File: src/uvt_consts.vh
// constants for the usb interface control and timing registers
// Operation
// - power switch follows bit 1 of the control register, 1 on, 0 off.
// - power switch bit resets to 1 when bus supply present, else 0.
// - writing 1 to control bit 2 restarts the whole block logic.
// - after restart the restart flag sets and bit 2 clears by itself.
// - auto low power bit 5 set: idle entry automatic, host entry ignored.
// - auto low power bit 5 clear: low power only on host request.
// - bit 6 closes left speaker to minus data switch, 0 opens it.
// - test registers 0x24-0x26 reachable only while bit 7 is 1.
// - accessory id waits (n+1) x 100 ms after bus voltage, reset code 4.
// - audio or tty idle for (n+1) s enters low power, reset code 9.
// - reading the mode register clears the restart flag.
// - a read-only status bit shows the actual power switch state.
`ifndef UVT_CONSTS_VH
`define UVT_CONSTS_VH
// ****************************************
// register addresses
// ****************************************
`define UVT_ADDR_STATUS    8'h0D
`define UVT_ADDR_CTRL      8'h0E
`define UVT_ADDR_DELAY     8'h0F
`define UVT_ADDR_MODE      8'h10
`define UVT_ADDR_TEST_LO   8'h24
`define UVT_ADDR_TEST_HI   8'h26
// ****************************************
// field positions
// ****************************************
`define UVT_CTRL_PWR_BIT   1
`define UVT_CTRL_RST_BIT   2
`define UVT_CTRL_AUTO_BIT  5
`define UVT_CTRL_TTY_BIT   6
`define UVT_CTRL_TEST_BIT  7
`define UVT_MODE_FLAG_BIT  0
`define UVT_MODE_ACT_BIT   1
`define UVT_MODE_LP_BIT    2
`define UVT_STAT_PWR_BIT   6
// ****************************************
// reset values
// ****************************************
`define UVT_RST_AUTO       1'b1
`define UVT_RST_ID_CODE    4'h4
`define UVT_RST_IDLE_CODE  4'h9
// ****************************************
// timing
// ****************************************
`define UVT_CLK_MHZ        125
`define UVT_TICK_US        1000
`define UVT_TICK_CYCLES    (`UVT_CLK_MHZ * `UVT_TICK_US)
`define UVT_ID_STEP_MS     100
`define UVT_IDLE_STEP_MS   1000
`endif

File: src/uvt_tick_div.v
// divider giving a one-cycle millisecond enable
`include "uvt_consts.vh"
module uvt_tick_div #(
  parameter DIV = `UVT_TICK_CYCLES
) (
  input  wire clock_i,
  input  wire rst_i,
  output reg  tick_o
);
  reg [31:0] cnt_q;
  always @(posedge clock_i) begin
    if (rst_i) begin
      cnt_q  <= 32'h0000_0000;
      tick_o <= 1'b0;
    end else if (cnt_q == DIV - 1) begin
      cnt_q  <= 32'h0000_0000;
      tick_o <= 1'b1;
    end else begin
      cnt_q  <= cnt_q + 32'h0000_0001;
      tick_o <= 1'b0;
    end
  end
endmodule

File: src/uvt_delay_cnt.v
// stepped delay counter, (code+1) steps of step_ticks
module uvt_delay_cnt #(
  parameter CODE_W     = 4,
  parameter CNT_W      = 16,
  parameter STEP_TICKS = 100
) (
  input  wire              clock_i,
  input  wire              rst_i,
  input  wire              tick_i,
  input  wire              run_i,
  input  wire              start_i,
  input  wire [CODE_W-1:0] code_i,
  output reg               done_o
);
  reg [CNT_W-1:0] cnt_q;
  reg             armed_q;
  wire [CNT_W-1:0] load = ({{(CNT_W-CODE_W){1'b0}}, code_i} + 1'b1)
                          * STEP_TICKS[CNT_W-1:0] - 1'b1;
  always @(posedge clock_i) begin
    if (rst_i) begin
      cnt_q   <= {CNT_W{1'b0}};
      armed_q <= 1'b0;
      done_o  <= 1'b0;
    end else begin
      done_o <= 1'b0;
      if (!run_i) begin
        armed_q <= 1'b0;
      end else if (start_i) begin
        cnt_q   <= load;
        armed_q <= 1'b1;
      end else if (armed_q && tick_i) begin
        if (cnt_q == {CNT_W{1'b0}}) begin
          armed_q <= 1'b0;
          done_o  <= 1'b1;
        end else begin
          cnt_q <= cnt_q - 1'b1;
        end
      end
    end
  end
endmodule

File: src/uvt_regs.v
// control and timing register bank with restart, low power and id delay
`include "uvt_consts.vh"
module uvt_regs #(
  parameter TICK_CYCLES = `UVT_TICK_CYCLES
) (
  input  wire       clock_i,
  input  wire       rst_i,
  input  wire       vbus_present_i,
  input  wire       power_switch_state_i,
  input  wire       accessory_audio_i,
  input  wire       switch_activity_i,
  input  wire [7:0] reg_addr_i,
  input  wire       reg_wr_i,
  input  wire       reg_rd_i,
  input  wire [7:0] reg_wdata_i,
  input  wire [7:0] test_rdata_i,
  output reg  [7:0] reg_rdata_o,
  output reg        reg_rvalid_o,
  output reg        power_switch_on_o,
  output reg        tty_left_speaker_route_o,
  output reg        low_power_state_o,
  output reg        id_start_o,
  output reg        test_wr_o,
  output reg        test_rd_o,
  output reg  [7:0] test_addr_o,
  output reg  [7:0] test_wdata_o
);
  // ****************************************
  // decode
  // ****************************************
  function is_test;
    input [7:0] a;
    begin
      is_test = (a >= `UVT_ADDR_TEST_LO) && (a <= `UVT_ADDR_TEST_HI);
    end
  endfunction

  reg        soft_rst_q;
  reg        auto_q;
  reg        test_unlock_q;
  reg        active_q;
  reg        flag_q;
  reg [3:0]  id_code_q;
  reg [3:0]  idle_code_q;
  reg        vbus_q;
  reg        idle_run_q;
  wire       lrst = rst_i | soft_rst_q;
  wire       wr_ctrl = reg_wr_i && (reg_addr_i == `UVT_ADDR_CTRL);
  wire       wr_delay = reg_wr_i && (reg_addr_i == `UVT_ADDR_DELAY);
  wire       wr_mode = reg_wr_i && (reg_addr_i == `UVT_ADDR_MODE);
  wire       rd_mode = reg_rd_i && (reg_addr_i == `UVT_ADDR_MODE);
  wire       test_ok = test_unlock_q;
  wire       tick;
  wire       id_done;
  wire       idle_done;
  wire       idle_run = auto_q && accessory_audio_i && !low_power_state_o;
  wire       idle_start = switch_activity_i || (idle_run && !idle_run_q);

  // ****************************************
  // timers
  // ****************************************
  uvt_tick_div #(
    .DIV (TICK_CYCLES)
  ) u_tick (
    .clock_i (clock_i),
    .rst_i   (lrst),
    .tick_o  (tick)
  );

  uvt_delay_cnt #(
    .CODE_W     (4),
    .CNT_W      (16),
    .STEP_TICKS (`UVT_ID_STEP_MS)
  ) u_id (
    .clock_i (clock_i),
    .rst_i   (lrst),
    .tick_i  (tick),
    .run_i   (vbus_present_i),
    .start_i (vbus_present_i && !vbus_q),
    .code_i  (id_code_q),
    .done_o  (id_done)
  );

  uvt_delay_cnt #(
    .CODE_W     (4),
    .CNT_W      (16),
    .STEP_TICKS (`UVT_IDLE_STEP_MS)
  ) u_idle (
    .clock_i (clock_i),
    .rst_i   (lrst),
    .tick_i  (tick),
    .run_i   (idle_run),
    .start_i (idle_start),
    .code_i  (idle_code_q),
    .done_o  (idle_done)
  );

  // ****************************************
  // soft restart and restart flag
  // ****************************************
  always @(posedge clock_i) begin
    if (rst_i) begin
      soft_rst_q <= 1'b0;
      flag_q     <= 1'b1;
    end else begin
      soft_rst_q <= wr_ctrl && reg_wdata_i[`UVT_CTRL_RST_BIT];
      if (soft_rst_q) begin
        flag_q <= 1'b1;
      end else if (rd_mode) begin
        flag_q <= 1'b0;
      end
    end
  end

  // ****************************************
  // control and delay registers
  // ****************************************
  always @(posedge clock_i) begin
    if (lrst) begin
      power_switch_on_o        <= vbus_present_i;
      auto_q                   <= `UVT_RST_AUTO;
      tty_left_speaker_route_o <= 1'b0;
      test_unlock_q            <= 1'b0;
      id_code_q                <= `UVT_RST_ID_CODE;
      idle_code_q              <= `UVT_RST_IDLE_CODE;
      active_q                 <= 1'b0;
      vbus_q                   <= 1'b0;
      idle_run_q               <= 1'b0;
      id_start_o               <= 1'b0;
    end else begin
      vbus_q     <= vbus_present_i;
      idle_run_q <= idle_run;
      id_start_o <= id_done;
      if (wr_ctrl) begin
        power_switch_on_o        <= reg_wdata_i[`UVT_CTRL_PWR_BIT];
        auto_q                   <= reg_wdata_i[`UVT_CTRL_AUTO_BIT];
        tty_left_speaker_route_o <= reg_wdata_i[`UVT_CTRL_TTY_BIT];
        test_unlock_q            <= reg_wdata_i[`UVT_CTRL_TEST_BIT];
      end
      if (wr_delay) begin
        id_code_q   <= reg_wdata_i[3:0];
        idle_code_q <= reg_wdata_i[7:4];
      end
      if (wr_mode) begin
        active_q <= reg_wdata_i[`UVT_MODE_ACT_BIT];
      end
    end
  end

  // ****************************************
  // low power state
  // ****************************************
  always @(posedge clock_i) begin
    if (lrst) begin
      low_power_state_o <= 1'b0;
    end else if (auto_q) begin
      if (idle_done) begin
        low_power_state_o <= 1'b1;
      end else if (switch_activity_i) begin
        low_power_state_o <= 1'b0;
      end
    end else if (wr_mode) begin
      low_power_state_o <= reg_wdata_i[`UVT_MODE_LP_BIT];
    end
  end

  // ****************************************
  // read port and test register gate
  // ****************************************
  always @(posedge clock_i) begin
    if (lrst) begin
      reg_rdata_o  <= 8'h00;
      reg_rvalid_o <= 1'b0;
      test_wr_o    <= 1'b0;
      test_rd_o    <= 1'b0;
      test_addr_o  <= 8'h00;
      test_wdata_o <= 8'h00;
    end else begin
      reg_rvalid_o <= reg_rd_i;
      test_wr_o    <= reg_wr_i && is_test(reg_addr_i) && test_ok;
      test_rd_o    <= reg_rd_i && is_test(reg_addr_i) && test_ok;
      test_addr_o  <= reg_addr_i;
      test_wdata_o <= reg_wdata_i;
      if (reg_rd_i) begin
        case (reg_addr_i)
          `UVT_ADDR_STATUS: reg_rdata_o <= {1'b0, power_switch_state_i, 6'b00_0000};
          `UVT_ADDR_CTRL:   reg_rdata_o <= {test_unlock_q, tty_left_speaker_route_o,
                                            auto_q, 2'b00, soft_rst_q,
                                            power_switch_on_o, 1'b0};
          `UVT_ADDR_DELAY:  reg_rdata_o <= {idle_code_q, id_code_q};
          `UVT_ADDR_MODE:   reg_rdata_o <= {5'b0_0000, low_power_state_o, active_q, flag_q};
          default:          reg_rdata_o <= 8'h00;
        endcase
      end
    end
  end
endmodule

File: config.mk
export PLATFORM = sky130hd
export DESIGN_NAME = uvt_regs
export DESIGN_NICKNAME = d
export VERILOG_FILES = /design/src/uvt_tick_div.v /design/src/uvt_delay_cnt.v /design/src/uvt_regs.v
export VERILOG_INCLUDE_DIRS = /design/src
export SDC_FILE = /design/constraint.sdc
export NUM_CORES = 1
export LEC_CHECK = 0
export BUFFER_PORTS_ARGS = -buffer_cell sky130_fd_sc_hd__buf_4
export CAP_MARGIN = 20
export CORE_MARGIN = 1.5
export CORE_UTILIZATION = 45
export DETAILED_ROUTE_END_ITERATION = 8
export SLEW_MARGIN = 20
export SYNTH_ARGS = -nofsm -noshare
export SYNTH_HDL_FRONTEND = slang
export SYNTH_SLANG_ARGS = --single-unit
File: constraint.sdc
create_clock -name clock_i -period 9.4 [get_ports clock_i]
set_input_delay 0 -clock clock_i [delete_from_list [all_inputs] [get_ports clock_i]]
set_output_delay 0 -clock clock_i [all_outputs]
set_load 0.01 [all_outputs]
==> key figures, run 1 <==
Status
  • Status: complete, no violations

Setup path
  • Reg2Reg Depth: 16
  • CP max stage delay: 0.70 ns
  • Most common cell on crit path: inv_1
  • Worst R2R Setup Slack: 4.06 ns
  • R2r endpoint: u_idle.cnt_q[13]
  • Critical Path RT: 9.69 ns
  • Setup crit end kind: flop
  • Type of the worst setup path: flop to flop
  • Worst setup path start: idle_code_q[0]
  • Slowest-stage cell, CP: dfxtp_1
  • Crit start category: flop
  • Reg-to-Reg Start: idle_code_q[0]
  • CP cell instances: ha_1 -> xor2_1 -> inv_1 -> fa_1 -> inv_1 -> fa_1 -> inv_1 -> fa_1 -> inv_1 -> ha_1 -> and3_1 -> nor3_2 -> xnor2_1 -> or3b_1 -> and3b_1 -> or3_1
  • Worst Path Max Fanout: 12
  • WP data arrival: 5.64 ns
  • CP endpoint: u_idle.cnt_q[13]

Clock network
  • TritonCTS Buffers: 17
  • CTS Buffer Depth: 2
  • Clock transition at the registers of the reported paths: 0.06 ns
  • Setup bufs post-CTS: 0
  • H-tree Lvls: 4
  • Worst-Skew Late Latency: 0.41 ns
  • CTS sink count: 115
  • CTS Root Cell: clkbuf_16
  • TritonCTS clock tree: done

Timing
  • Rel. slew slack: 36.3%
  • Worst slew pin tran: 0.948 ns
  • Min cycle time layout: 5.34 ns
  • Sum Neg Setup Slack: 0 ns
  • Endpoints failing setup: 0
  • Achievable Freq: 0.187 GHz
  • Layout Skew: 0.00898 ns
  • Slack of the critical path: 4.06 ns
  • Fin crit share: 56.9%
  • RSZ-0062 raised after global routing: false
  • Fin. max-slew vios: 0
  • Final hold violations: 0

Cells and area
  • Area grow syn2layout: 19.7%
  • Final core area utilization: 54.9%
  • Share of cells above drive strength 1: 13.7%
  • Antenna diodes: 0
  • Final net count: 981
  • Finished Cell Area: 8310 um2

Route
  • Drt via density: 5.52
  • Post-DRT Antenna Nets: 0
  • Drt total wl: 15.9 mm
  • Initial DRC Count: 336
  • Via count: 6037
  • DR WL/cell: 14.5 um
  • Remaining design rule violation count: 0
  • Router iterations before antenna repair: 5

Yosys
  • Main synth FF type: dfxtp_1
  • Syn Nets: 912
  • Synth Cell Area: 6950 um2
  • Synthesized flop and latch total: 115
  • Synth area leader: dfxtp_1
  • Post-synth top area share: 32.9%
  • Syn_area_per_cell: 8.43 um2
  • Synth warn: 0
  • Top cells by count, synth: 114 x dfxtp_1, 93 x nor2_1, 64 x nand2_1, 53 x a21oi_1, 46 x ha_1
  • Distinct cells, synth: 79
  • Register area share after synthesis: 33.3%
  • Ys async rst share: 0%
  • Most frequent cell after synthesis: dfxtp_1
  • Post-synth EDFFs: 1
  • Cell count after synthesis: 824
  • Synth top area cells: dfxtp_1 33%, ha_1 8.3%, xor2_1 5.4%

Global route
  • Largest net degree at the start of global routing: 48
  • Gr usage total: 20.6%
  • Met1 Usage GRT: 25.9%
  • Number of antenna violations at the first check in global routing: 0
  • Total congestion overflow: 0
  • Vias in the first global route: 5843
  • GRT Max-Usage Layer: met2
  • First-pass GRT wire length: 27.2 mm
  • GR Layer Usage met2: 35.5%
  • Global routing usage on met3: 3.69%

Floorplan
  • Rows: 45
  • Die Wd: 127 um
  • Initial Util: 45.9%
  • Core area: 15100 um2
  • Die Footprint: 16200 um2
  • Die height: 127 um
  • IO Pins: 63

Place
  • Pre-CTS WS: 4.01 ns
  • GPL Wtd Cong: 0.796
  • Hpwl dp: 11.5 mm
  • DP Area: 7510 um2
  • Port bufs: 54

Run
  • Max_cap viols: 0

Hold path
  • Path category of the worst min-delay check: input pin to flop
  • Hold depth: 4

Power
  • Power Total: 1.28 mW
  • Lkg Pwr: 3.42 nW
  • PD cells: 153 nW/um2
  • Worst vdd ir: 0.152 mV
-- worst max-delay path: cells and delay by family (launching register included) --
kind	cells	cell delay, ns
fa+ha+maj	5	2.31
buf+inv	4	0.35
xor+xnor	2	0.55
simple gates	5	1.31
flops	1	0.70
-- where the power goes --
part	internal, mW	switching (mW)
clock network	0.399	0.240
logic	0.0506	0.0677
registers	0.504	0.0141
-- how the worst min path moves through the flow --
stage	start	end	slack (ns)
floorplan	rst_i	soft_rst_q	0.08
global placement	rst_i	soft_rst_q	0.20
detailed placement	rst_i	soft_rst_q	0.20
CTS	switch_activity_i	low_power_state_o	0.03
global route	switch_activity_i	low_power_state_o	0.06
finish	switch_activity_i	low_power_state_o	0.04
-- cell type report --
cell class / instances / area (um2)
Clock inverter: 14 / 150
Fill cell: 1397 / 6830
Inverter: 46 / 173
Sequential cell: 115 / 2310
Tap cell: 188 / 235
Clock buffer: 18 / 439
Timing Repair Buffer: 80 / 661
Multi-Input combinational cell: 633 / 4340
-- per-layer routing --
| layer | part of all wire, % | up-vias |
|---|---|---|
| met5 | 0 | - |
| met4 | 1.3 | 0 |
| met3 | 3.7 | 15 |
| met2 | 49 | 119 |
| met1 | 46 | 2854 |
| li1 | - | 3049 |
-- cell usage in the layout (no fill, tap or decap), types with 29 or more instances in the layout --
| master | synthesis | layout |
|---|---|---|
| dfxtp_1 | 114 | 114 |
| nor2_1 | 93 | 92 |
| nand2_1 | 64 | 64 |
| buf_4 | 2 | 58 |
| a21oi_1 | 53 | 53 |
| ha_1 | 46 | 46 |
| inv_1 | 44 | 44 |
| xor2_1 | 43 | 43 |
| nand3_1 | 40 | 40 |
| o21ai_0 | 30 | 30 |
| xnor2_1 | 29 | 29 |
-- flip-flops by register name, summed over array words and instances, names as in the netlist, 4 cells and up --
name and count:
u_id.cnt_q 16, u_tick.cnt_q 32, u_idle.cnt_q 16, test_addr_o 8, reg_rdata_o 8, idle_code_q 4, id_code_q 4, test_wdata_o 8
-- kinds of logic after synthesis --
family / count (synthesis) / share of synthesized area (%)
AO/OA/AOI/OAI: 161 / 15.3
XOR/XNOR: 73 / 9.48
adder cells (fa/ha/maj): 56 / 11.2
buffers and inverters: 76 / 4.47
flip-flops: 115 / 33.3
multiplexers: 5 / 0.757
AND/OR/NAND/NOR: 338 / 25.5
-- what timing repair did --
action | in CTS | in global routing
endpoints found under the hold margin | 38 | 0
hold buffers | 21 | 0
gates resized for setup | 0 | 0
-- through the flow --
step | instances | hold slack [ns]
5_1_grt | 1094 | 0.0634
3_3_place_gp | 1040 | 0.200
2_1_floorplan | 824 | 0.0761
4_1_cts | 1094 | 0.0297
3_5_place_dp | 1041 | 0.196
6_report | 1094 | 0.0383
(Power assumes the default switching activity.)
==> run 2: changes to the inputs <==
--- a/config.mk
+++ b/config.mk
@@ -6,11 +6,13 @@
 export SDC_FILE = /design/constraint.sdc
 export NUM_CORES = 1
 export LEC_CHECK = 0
+export ABC_AREA = 1
 export BUFFER_PORTS_ARGS = -buffer_cell sky130_fd_sc_hd__buf_4
 export CAP_MARGIN = 20
 export CORE_MARGIN = 1.5
 export CORE_UTILIZATION = 45
 export DETAILED_ROUTE_END_ITERATION = 8
+export PLACE_DENSITY = 0.65
 export SLEW_MARGIN = 20
 export SYNTH_ARGS = -nofsm -noshare
 export SYNTH_HDL_FRONTEND = slang
==> constraint.sdc (replaced) <==
create_clock -name clock_i -period 4.4 [get_ports clock_i]
set_input_delay 0 -clock clock_i [delete_from_list [all_inputs] [get_ports clock_i]]
set_output_delay 0 -clock clock_i [all_outputs]
set_load 0.01 [all_outputs]
==> key figures, run 2 <==
Timing
  • Final hold violations: 0
  • Layout Skew: 0.0134 ns
  • Endpoints failing setup: 0
  • Rel. slew slack: 40.1%
  • Achievable Freq: 0.244 GHz
  • Fin crit share: 93.2%
  • Sum Neg Setup Slack: 0 ns
  • Min cycle time layout: 4.10 ns
  • Worst slew pin tran: 0.897 ns
  • Fin. max-slew vios: 0

Yosys
  • Synthesized flop and latch total: 115
  • Synth Cell Area: 7440 um2
  • Register area share after synthesis: 31.1%
  • Main synth FF type: dfxtp_1
  • Synth top area cells: dfxtp_1 31%, nand2_1 12%, inv_1 8.8%
  • Syn Nets: 1192
  • Cell count after synthesis: 1104
  • Distinct cells, synth: 53
  • Most frequent cell after synthesis: nand2_1
  • Post-synth top area share: 30.7%
  • Synth warn: 0
  • Syn_area_per_cell: 6.74 um2
  • Top cells by count, synth: 231 x nand2_1, 174 x inv_1, 150 x nor2_1, 114 x dfxtp_1, 67 x a21oi_1
  • Post-synth EDFFs: 1
  • Ys async rst share: 0%
  • Synth area leader: dfxtp_1

Global route
  • First-pass GRT wire length: 30.4 mm
  • Vias in the first global route: 6574
  • Largest net degree at the start of global routing: 47
  • Number of antenna violations at the first check in global routing: 0
  • Gr usage total: 21.5%
  • Total congestion overflow: 0

Route
  • Router iterations before antenna repair: 5
  • Via count: 6938
  • Remaining design rule violation count: 0
  • Drt total wl: 18.2 mm
  • Post-DRT Antenna Nets: 0
  • Drt via density: 4.91
  • DR WL/cell: 12.9 um
  • Initial DRC Count: 384

Power
  • Power Total: 2.70 mW
  • PD cells: 304 nW/um2
  • Worst vdd ir: 0.295 mV
  • Lkg Pwr: 4.13 nW

Cells and area
  • Largest reg by FF count: u_tick.cnt_q
  • Final net count: 1275
  • Max reg flops: 32
  • Fin cells: 1414
  • Final core area utilization: 55.5%
  • Commonest non-fill, non-tap cell in the layout: nand2_1
  • Largest regs: u_tick.cnt_q (32), u_id.cnt_q (16), u_idle.cnt_q (16)
  • Share of cells above drive strength 1: 11.8%
  • Area grow syn2layout: 19.3%
  • Finished Cell Area: 8870 um2
  • Most frequent cells in the layout: 231 x nand2_1, 173 x inv_1, 147 x nor2_1, 112 x dfxtp_1, 67 x a21oi_1
  • Antenna diodes: 0

Clock network
  • H-tree Lvls: 4
  • TritonCTS Buffers: 17
  • CTS Root Cell: clkbuf_16
  • TritonCTS clock tree: done
  • CTS sink count: 115
  • Worst-Skew Late Latency: 0.42 ns
  • Clock transition at the registers of the reported paths: 0.05 ns
  • CTS Buffer Depth: 2

Setup path
  • R2r endpoint: u_idle.cnt_q[12]
  • Critical Path RT: 4.75 ns
  • Reg-to-Reg Start: idle_code_q[0]
  • Reg2Reg Depth: 21
  • Setup crit end kind: flop
  • Type of the worst setup path: flop to flop
  • Crit start category: flop
  • WP data arrival: 4.45 ns
  • Worst Path Max Fanout: 6
  • Worst R2R Setup Slack: 0.30 ns
  • Worst setup path start: idle_code_q[0]

Place
  • Port bufs: 54
  • DP Area: 8060 um2
  • GPL Wtd Cong: 0.840
  • Dpl cells: 1361
  • Hpwl dp: 13.7 mm

Floorplan
  • Rows: 46
  • Die Footprint: 17300 um2
  • Core area: 16000 um2
  • Die height: 132 um
  • Die Wd: 132 um
  • IO Pins: 63
  • Initial Util: 46.5%

Hold path
  • Hold depth: 3
  • WHS Endpoint: auto_q
  • Path category of the worst min-delay check: input pin to flop
  • Min-delay src: reg_wr_i

Run
  • Max_cap viols: 0

Status
  • Status: complete, no violations
[run 2: cell types whose count changed in the layout (fill, tap and decap cells not counted), moves of 18 or more]
| cell | previous run | this run |
|---|---|---|
| nand2_1 | 64 | 231 |
| xnor2_1 | 29 | 11 |
| and2_1 | 24 | 1 |
| nor2_1 | 92 | 147 |
| inv_1 | 44 | 173 |
| xor2_1 | 43 | 17 |
| o21ai_0 | 30 | 58 |
[run 2: metrics by stage]
stage / worst slack (ns) / hold slack (ns)
4_1_cts: 0.0177 / 0.0455
3_3_place_gp: 0.163 / 0.206
6_report: 0.299 / 0.0470
3_5_place_dp: 0.0652 / 0.208
5_1_grt: -0.00450 / 0.0733
2_1_floorplan: 0.0448 / 0.0768
[run 2: worst max-delay path by stage]
stage | depth (start not counted) | slack (ns) | end
after detailed placement | 23 | 0.07 | u_idle.cnt_q[15]
after global placement | 23 | 0.16 | u_idle.cnt_q[15]
final | 21 | 0.30 | u_idle.cnt_q[12]
after CTS | 23 | 0.02 | u_idle.cnt_q[15]
after global routing | 22 | -0.004 | u_idle.cnt_q[15]
after floorplan | 23 | 0.04 | u_idle.cnt_q[15]
[run 2: critical path, stage by stage (launching register included)]
cell and delay, ns:
dfxtp_4 0.37, ha_4 0.17, xor2_2 0.17, inv_2 0.07
fa_2 0.58, inv_1 0.10, fa_1 0.55, inv_1 0.05
fa_1 0.52, inv_1 0.07, ha_4 0.26, nand2_1 0.10
inv_1 0.05, nand2_1 0.11, nand3_1 0.11, nand2_1 0.08
nand2_1 0.10, nor3_1 0.20, nand2_1 0.07, nand2_1 0.06
nand3_1 0.08, a21oi_1 0.14
[run 2: area by class of cell]
class | instances | area, um2
Clock buffer | 25 | 485
Clock inverter | 5 | 52.6
Fill cell | 1598 | 7130
Inverter | 182 | 683
Multi-Input combinational cell | 787 | 4380
Sequential cell | 115 | 2320
Tap cell | 216 | 270
Timing Repair Buffer | 84 | 686
[run 2: kinds of logic after synthesis]
kind of cell | after synthesis | synth area share (%)
fa+ha+maj | 56 | 10.4
xor+xnor | 29 | 3.42
flops | 115 | 31.1
buf+inv | 202 | 10.6
simple gates | 539 | 32.3
compound gates | 163 | 12.1
[run 2: where the power goes]
group	total (mW)	leakage, nW	switching (mW)	internal [mW]
combinational	0.324	2.92	0.195	0.128
clock	1.26	0.263	0.454	0.810
sequential	1.11	0.940	0.0312	1.08
[run 2: metal layers]
layer  wire (um)  vias to the layer above  track usage [%]
met5           0                        -                0
li1            -                     3714                -
met1        8740                     3113             26.9
met4         312                        0             7.04
met3         442                       23             3.67
met2        8690                       88             37.4
[run 2: what timing repair did]
item / in CTS / in global routing
hold buffers: 22 / 0
endpoints found under the setup margin: 0 / 6
gates resized for setup: 0 / 12
hold endpoints to repair: 41 / 0
setup buffers: 0 / 1
==> run 3: changes to the inputs <==
--- a/config.mk
+++ b/config.mk
@@ -6,13 +6,14 @@
 export SDC_FILE = /design/constraint.sdc
 export NUM_CORES = 1
 export LEC_CHECK = 0
-export ABC_AREA = 1
 export BUFFER_PORTS_ARGS = -buffer_cell sky130_fd_sc_hd__buf_4
 export CAP_MARGIN = 20
 export CORE_MARGIN = 1.5
 export CORE_UTILIZATION = 45
+export CTS_CLUSTER_DIAMETER = 50
 export DETAILED_ROUTE_END_ITERATION = 8
-export PLACE_DENSITY = 0.65
+export MAX_ROUTING_LAYER = met4
+export PLACE_DENSITY = 0.66
 export SLEW_MARGIN = 20
 export SYNTH_ARGS = -nofsm -noshare
 export SYNTH_HDL_FRONTEND = slang
==> key figures, run 3 (synthesis results as in run 1) <==
Place
  • Port bufs: 54
  • Hpwl dp: 11.7 mm
  • GPL Wtd Cong: 0.819
  • Dpl cells: 1061

Cells and area
  • Filler cell count: 1363
  • Final net count: 1004
  • Most frequent cells in the layout: 111 x dfxtp_1, 92 x nor2_1, 82 x buf_4, 64 x nand2_1, 53 x a21oi_1
  • Fin cells: 1116
  • Share of cells above drive strength 1: 17.2%
  • Final core area utilization: 56.6%
  • Max reg flops: 32
  • Antenna diodes: 0
  • Commonest non-fill, non-tap cell in the layout: dfxtp_1
  • Largest reg by FF count: u_tick.cnt_q
  • Area grow syn2layout: 23.4%
  • Largest regs: u_tick.cnt_q (32), u_id.cnt_q (16), u_idle.cnt_q (16)

Floorplan
  • Core area: 15100 um2
  • Initial Util: 45.9%
  • Rows: 45
  • Die Footprint: 16200 um2
  • Die Wd: 127 um
  • Die height: 127 um
  • IO Pins: 63

Setup path
  • WP data arrival: 4.54 ns
  • Worst Path Max Fanout: 6
  • Crit start category: flop
  • CP max stage delay: 0.54 ns
  • CP cell instances: ha_4 -> xor2_4 -> inv_2 -> fa_1 -> inv_2 -> fa_1 -> inv_1 -> fa_1 -> inv_1 -> ha_4 -> and3_4 -> nor3_4 -> xnor2_2 -> or3b_1 -> and3b_1 -> or3_1
  • Setup crit end kind: flop
  • Most common cell on crit path: fa_1
  • Cell family with most CP delay: adder cells
  • Worst R2R Setup Slack: 0.15 ns
  • Type of the worst setup path: flop to flop
  • WP buf/inv: 4
  • Critical Path RT: 4.69 ns
  • Slowest-stage cell, CP: fa_1

Timing
  • Worst slew pin tran: 0.915 ns
  • Achievable Freq: 0.235 GHz
  • Fin crit share: 96.6%
  • Final hold violations: 0
  • Fin. max-slew vios: 0
  • Sum Neg Setup Slack: 0 ns
  • Endpoints failing setup: 0
  • Min cycle time layout: 4.25 ns
  • Hold_ws: 0.0209 ns
  • Rel. slew slack: 38.6%
  • Layout Skew: 0.00776 ns

Global route
  • Largest net degree at the start of global routing: 32
  • First-pass GRT wire length: 27.1 mm
  • Number of antenna violations at the first check in global routing: 0
  • Gr usage total: 21.3%
  • Vias in the first global route: 5699
  • Total congestion overflow: 0

Run
  • Max_cap viols: 0

Route
  • DR WL/cell: 14.6 um
  • Post-DRT Antenna Nets: 0
  • Router iterations before antenna repair: 5
  • Remaining design rule violation count: 0
  • Drt via density: 5.41
  • Drt total wl: 16.3 mm
  • Initial DRC Count: 340
  • Via count: 6043

Power
  • Worst vdd ir: 0.296 mV
  • Lkg Pwr: 3.54 nW
  • PD cells: 312 nW/um2
  • Power Total: 2.68 mW

Hold path
  • Path category of the worst min-delay check: input pin to flop

Clock network
  • Clock transition at the registers of the reported paths: 0.05 ns
  • Worst-Skew Late Latency: 0.41 ns
  • TritonCTS Buffers: 17
  • H-tree Lvls: 4
  • CTS Root Cell: clkbuf_16
  • CTS sink count: 115
  • CTS Buffer Depth: 2
  • TritonCTS clock tree: done

Status
  • Status: complete, no violations
-- run 3: changes by cell type in the layout (fill, tap and decap cells not counted), moves of 14 or more --
cell	change
xnor2_1	+15
nor2_1	-55
o21ai_0	-29
a21oi_1	-14
nand2_1	-167
inv_1	-131
xor2_1	+25
nand3_1	-15
and2_1	+23
buf_4	+20
-- run 3: report_power, final --
part | switching (mW) | total [mW] | internal (mW)
Combinational | 0.148 | 0.259 | 0.111
Sequential | 0.0290 | 1.11 | 1.08
Clock | 0.474 | 1.31 | 0.836
Total | 0.651 | 2.68 | 2.02
-- run 3: layout make-up --
class                           instances  area, um2  share of cell area (%)
Clock buffer                           20        447                    5.21
Tap cell                              188        235                    2.74
Inverter                               46        173                    2.01
Timing Repair Buffer                  103        826                    9.63
Multi-Input combinational cell        633       4460                    52.0
Clock inverter                         11        113                    1.31
Sequential cell                       115       2320                    27.1
-- run 3: final timing paths --
| check | startpoint | endpoint | cells after the start |
|---|---|---|---|
| max | idle_code_q[0] | u_idle.cnt_q[13] | 16 |
| min | accessory_audio_i | idle_run_q | 3 |
| max reg2reg | idle_code_q[0] | u_idle.cnt_q[13] | 16 |
| min reg2reg | flag_q | flag_q | 2 |
-- run 3: stage by stage --
stage	cell area, um2	setup slack, ns
after floorplan	7020	0.0137
after global placement	7720	0.0558
after detailed placement	7720	0.00702
after CTS	8490	0.00957
after global routing	8570	-0.0338
final	8570	0.151
-- run 3: what timing repair did --
action	in CTS	in global routing
hold buffers	21	0
endpoints found under the hold margin	37	0
buffers inserted	0	3
pin swaps	0	9
endpoints found under the setup margin	1	3
resized for setup	1	10
-- run 3: per-layer routing --
layer  share of wire (%)  global-route usage, %
met1                  48                   27.4
met2                  46                   33.7
met3                 4.2                   4.65
met4                 1.0                   6.22
met5                   0                      -
-- run 3: worst register-to-register path, stage by stage, from the launching register on --
cell	delay [ns]
dfxtp_4	0.36
ha_4	0.17
xor2_4	0.16
inv_2	0.06
fa_1	0.54
inv_2	0.07
fa_1	0.51
inv_1	0.06
fa_1	0.51
inv_1	0.07
ha_4	0.24
and3_4	0.18
nor3_4	0.23
xnor2_2	0.13
or3b_1	0.40
and3b_1	0.16
or3_1	0.29
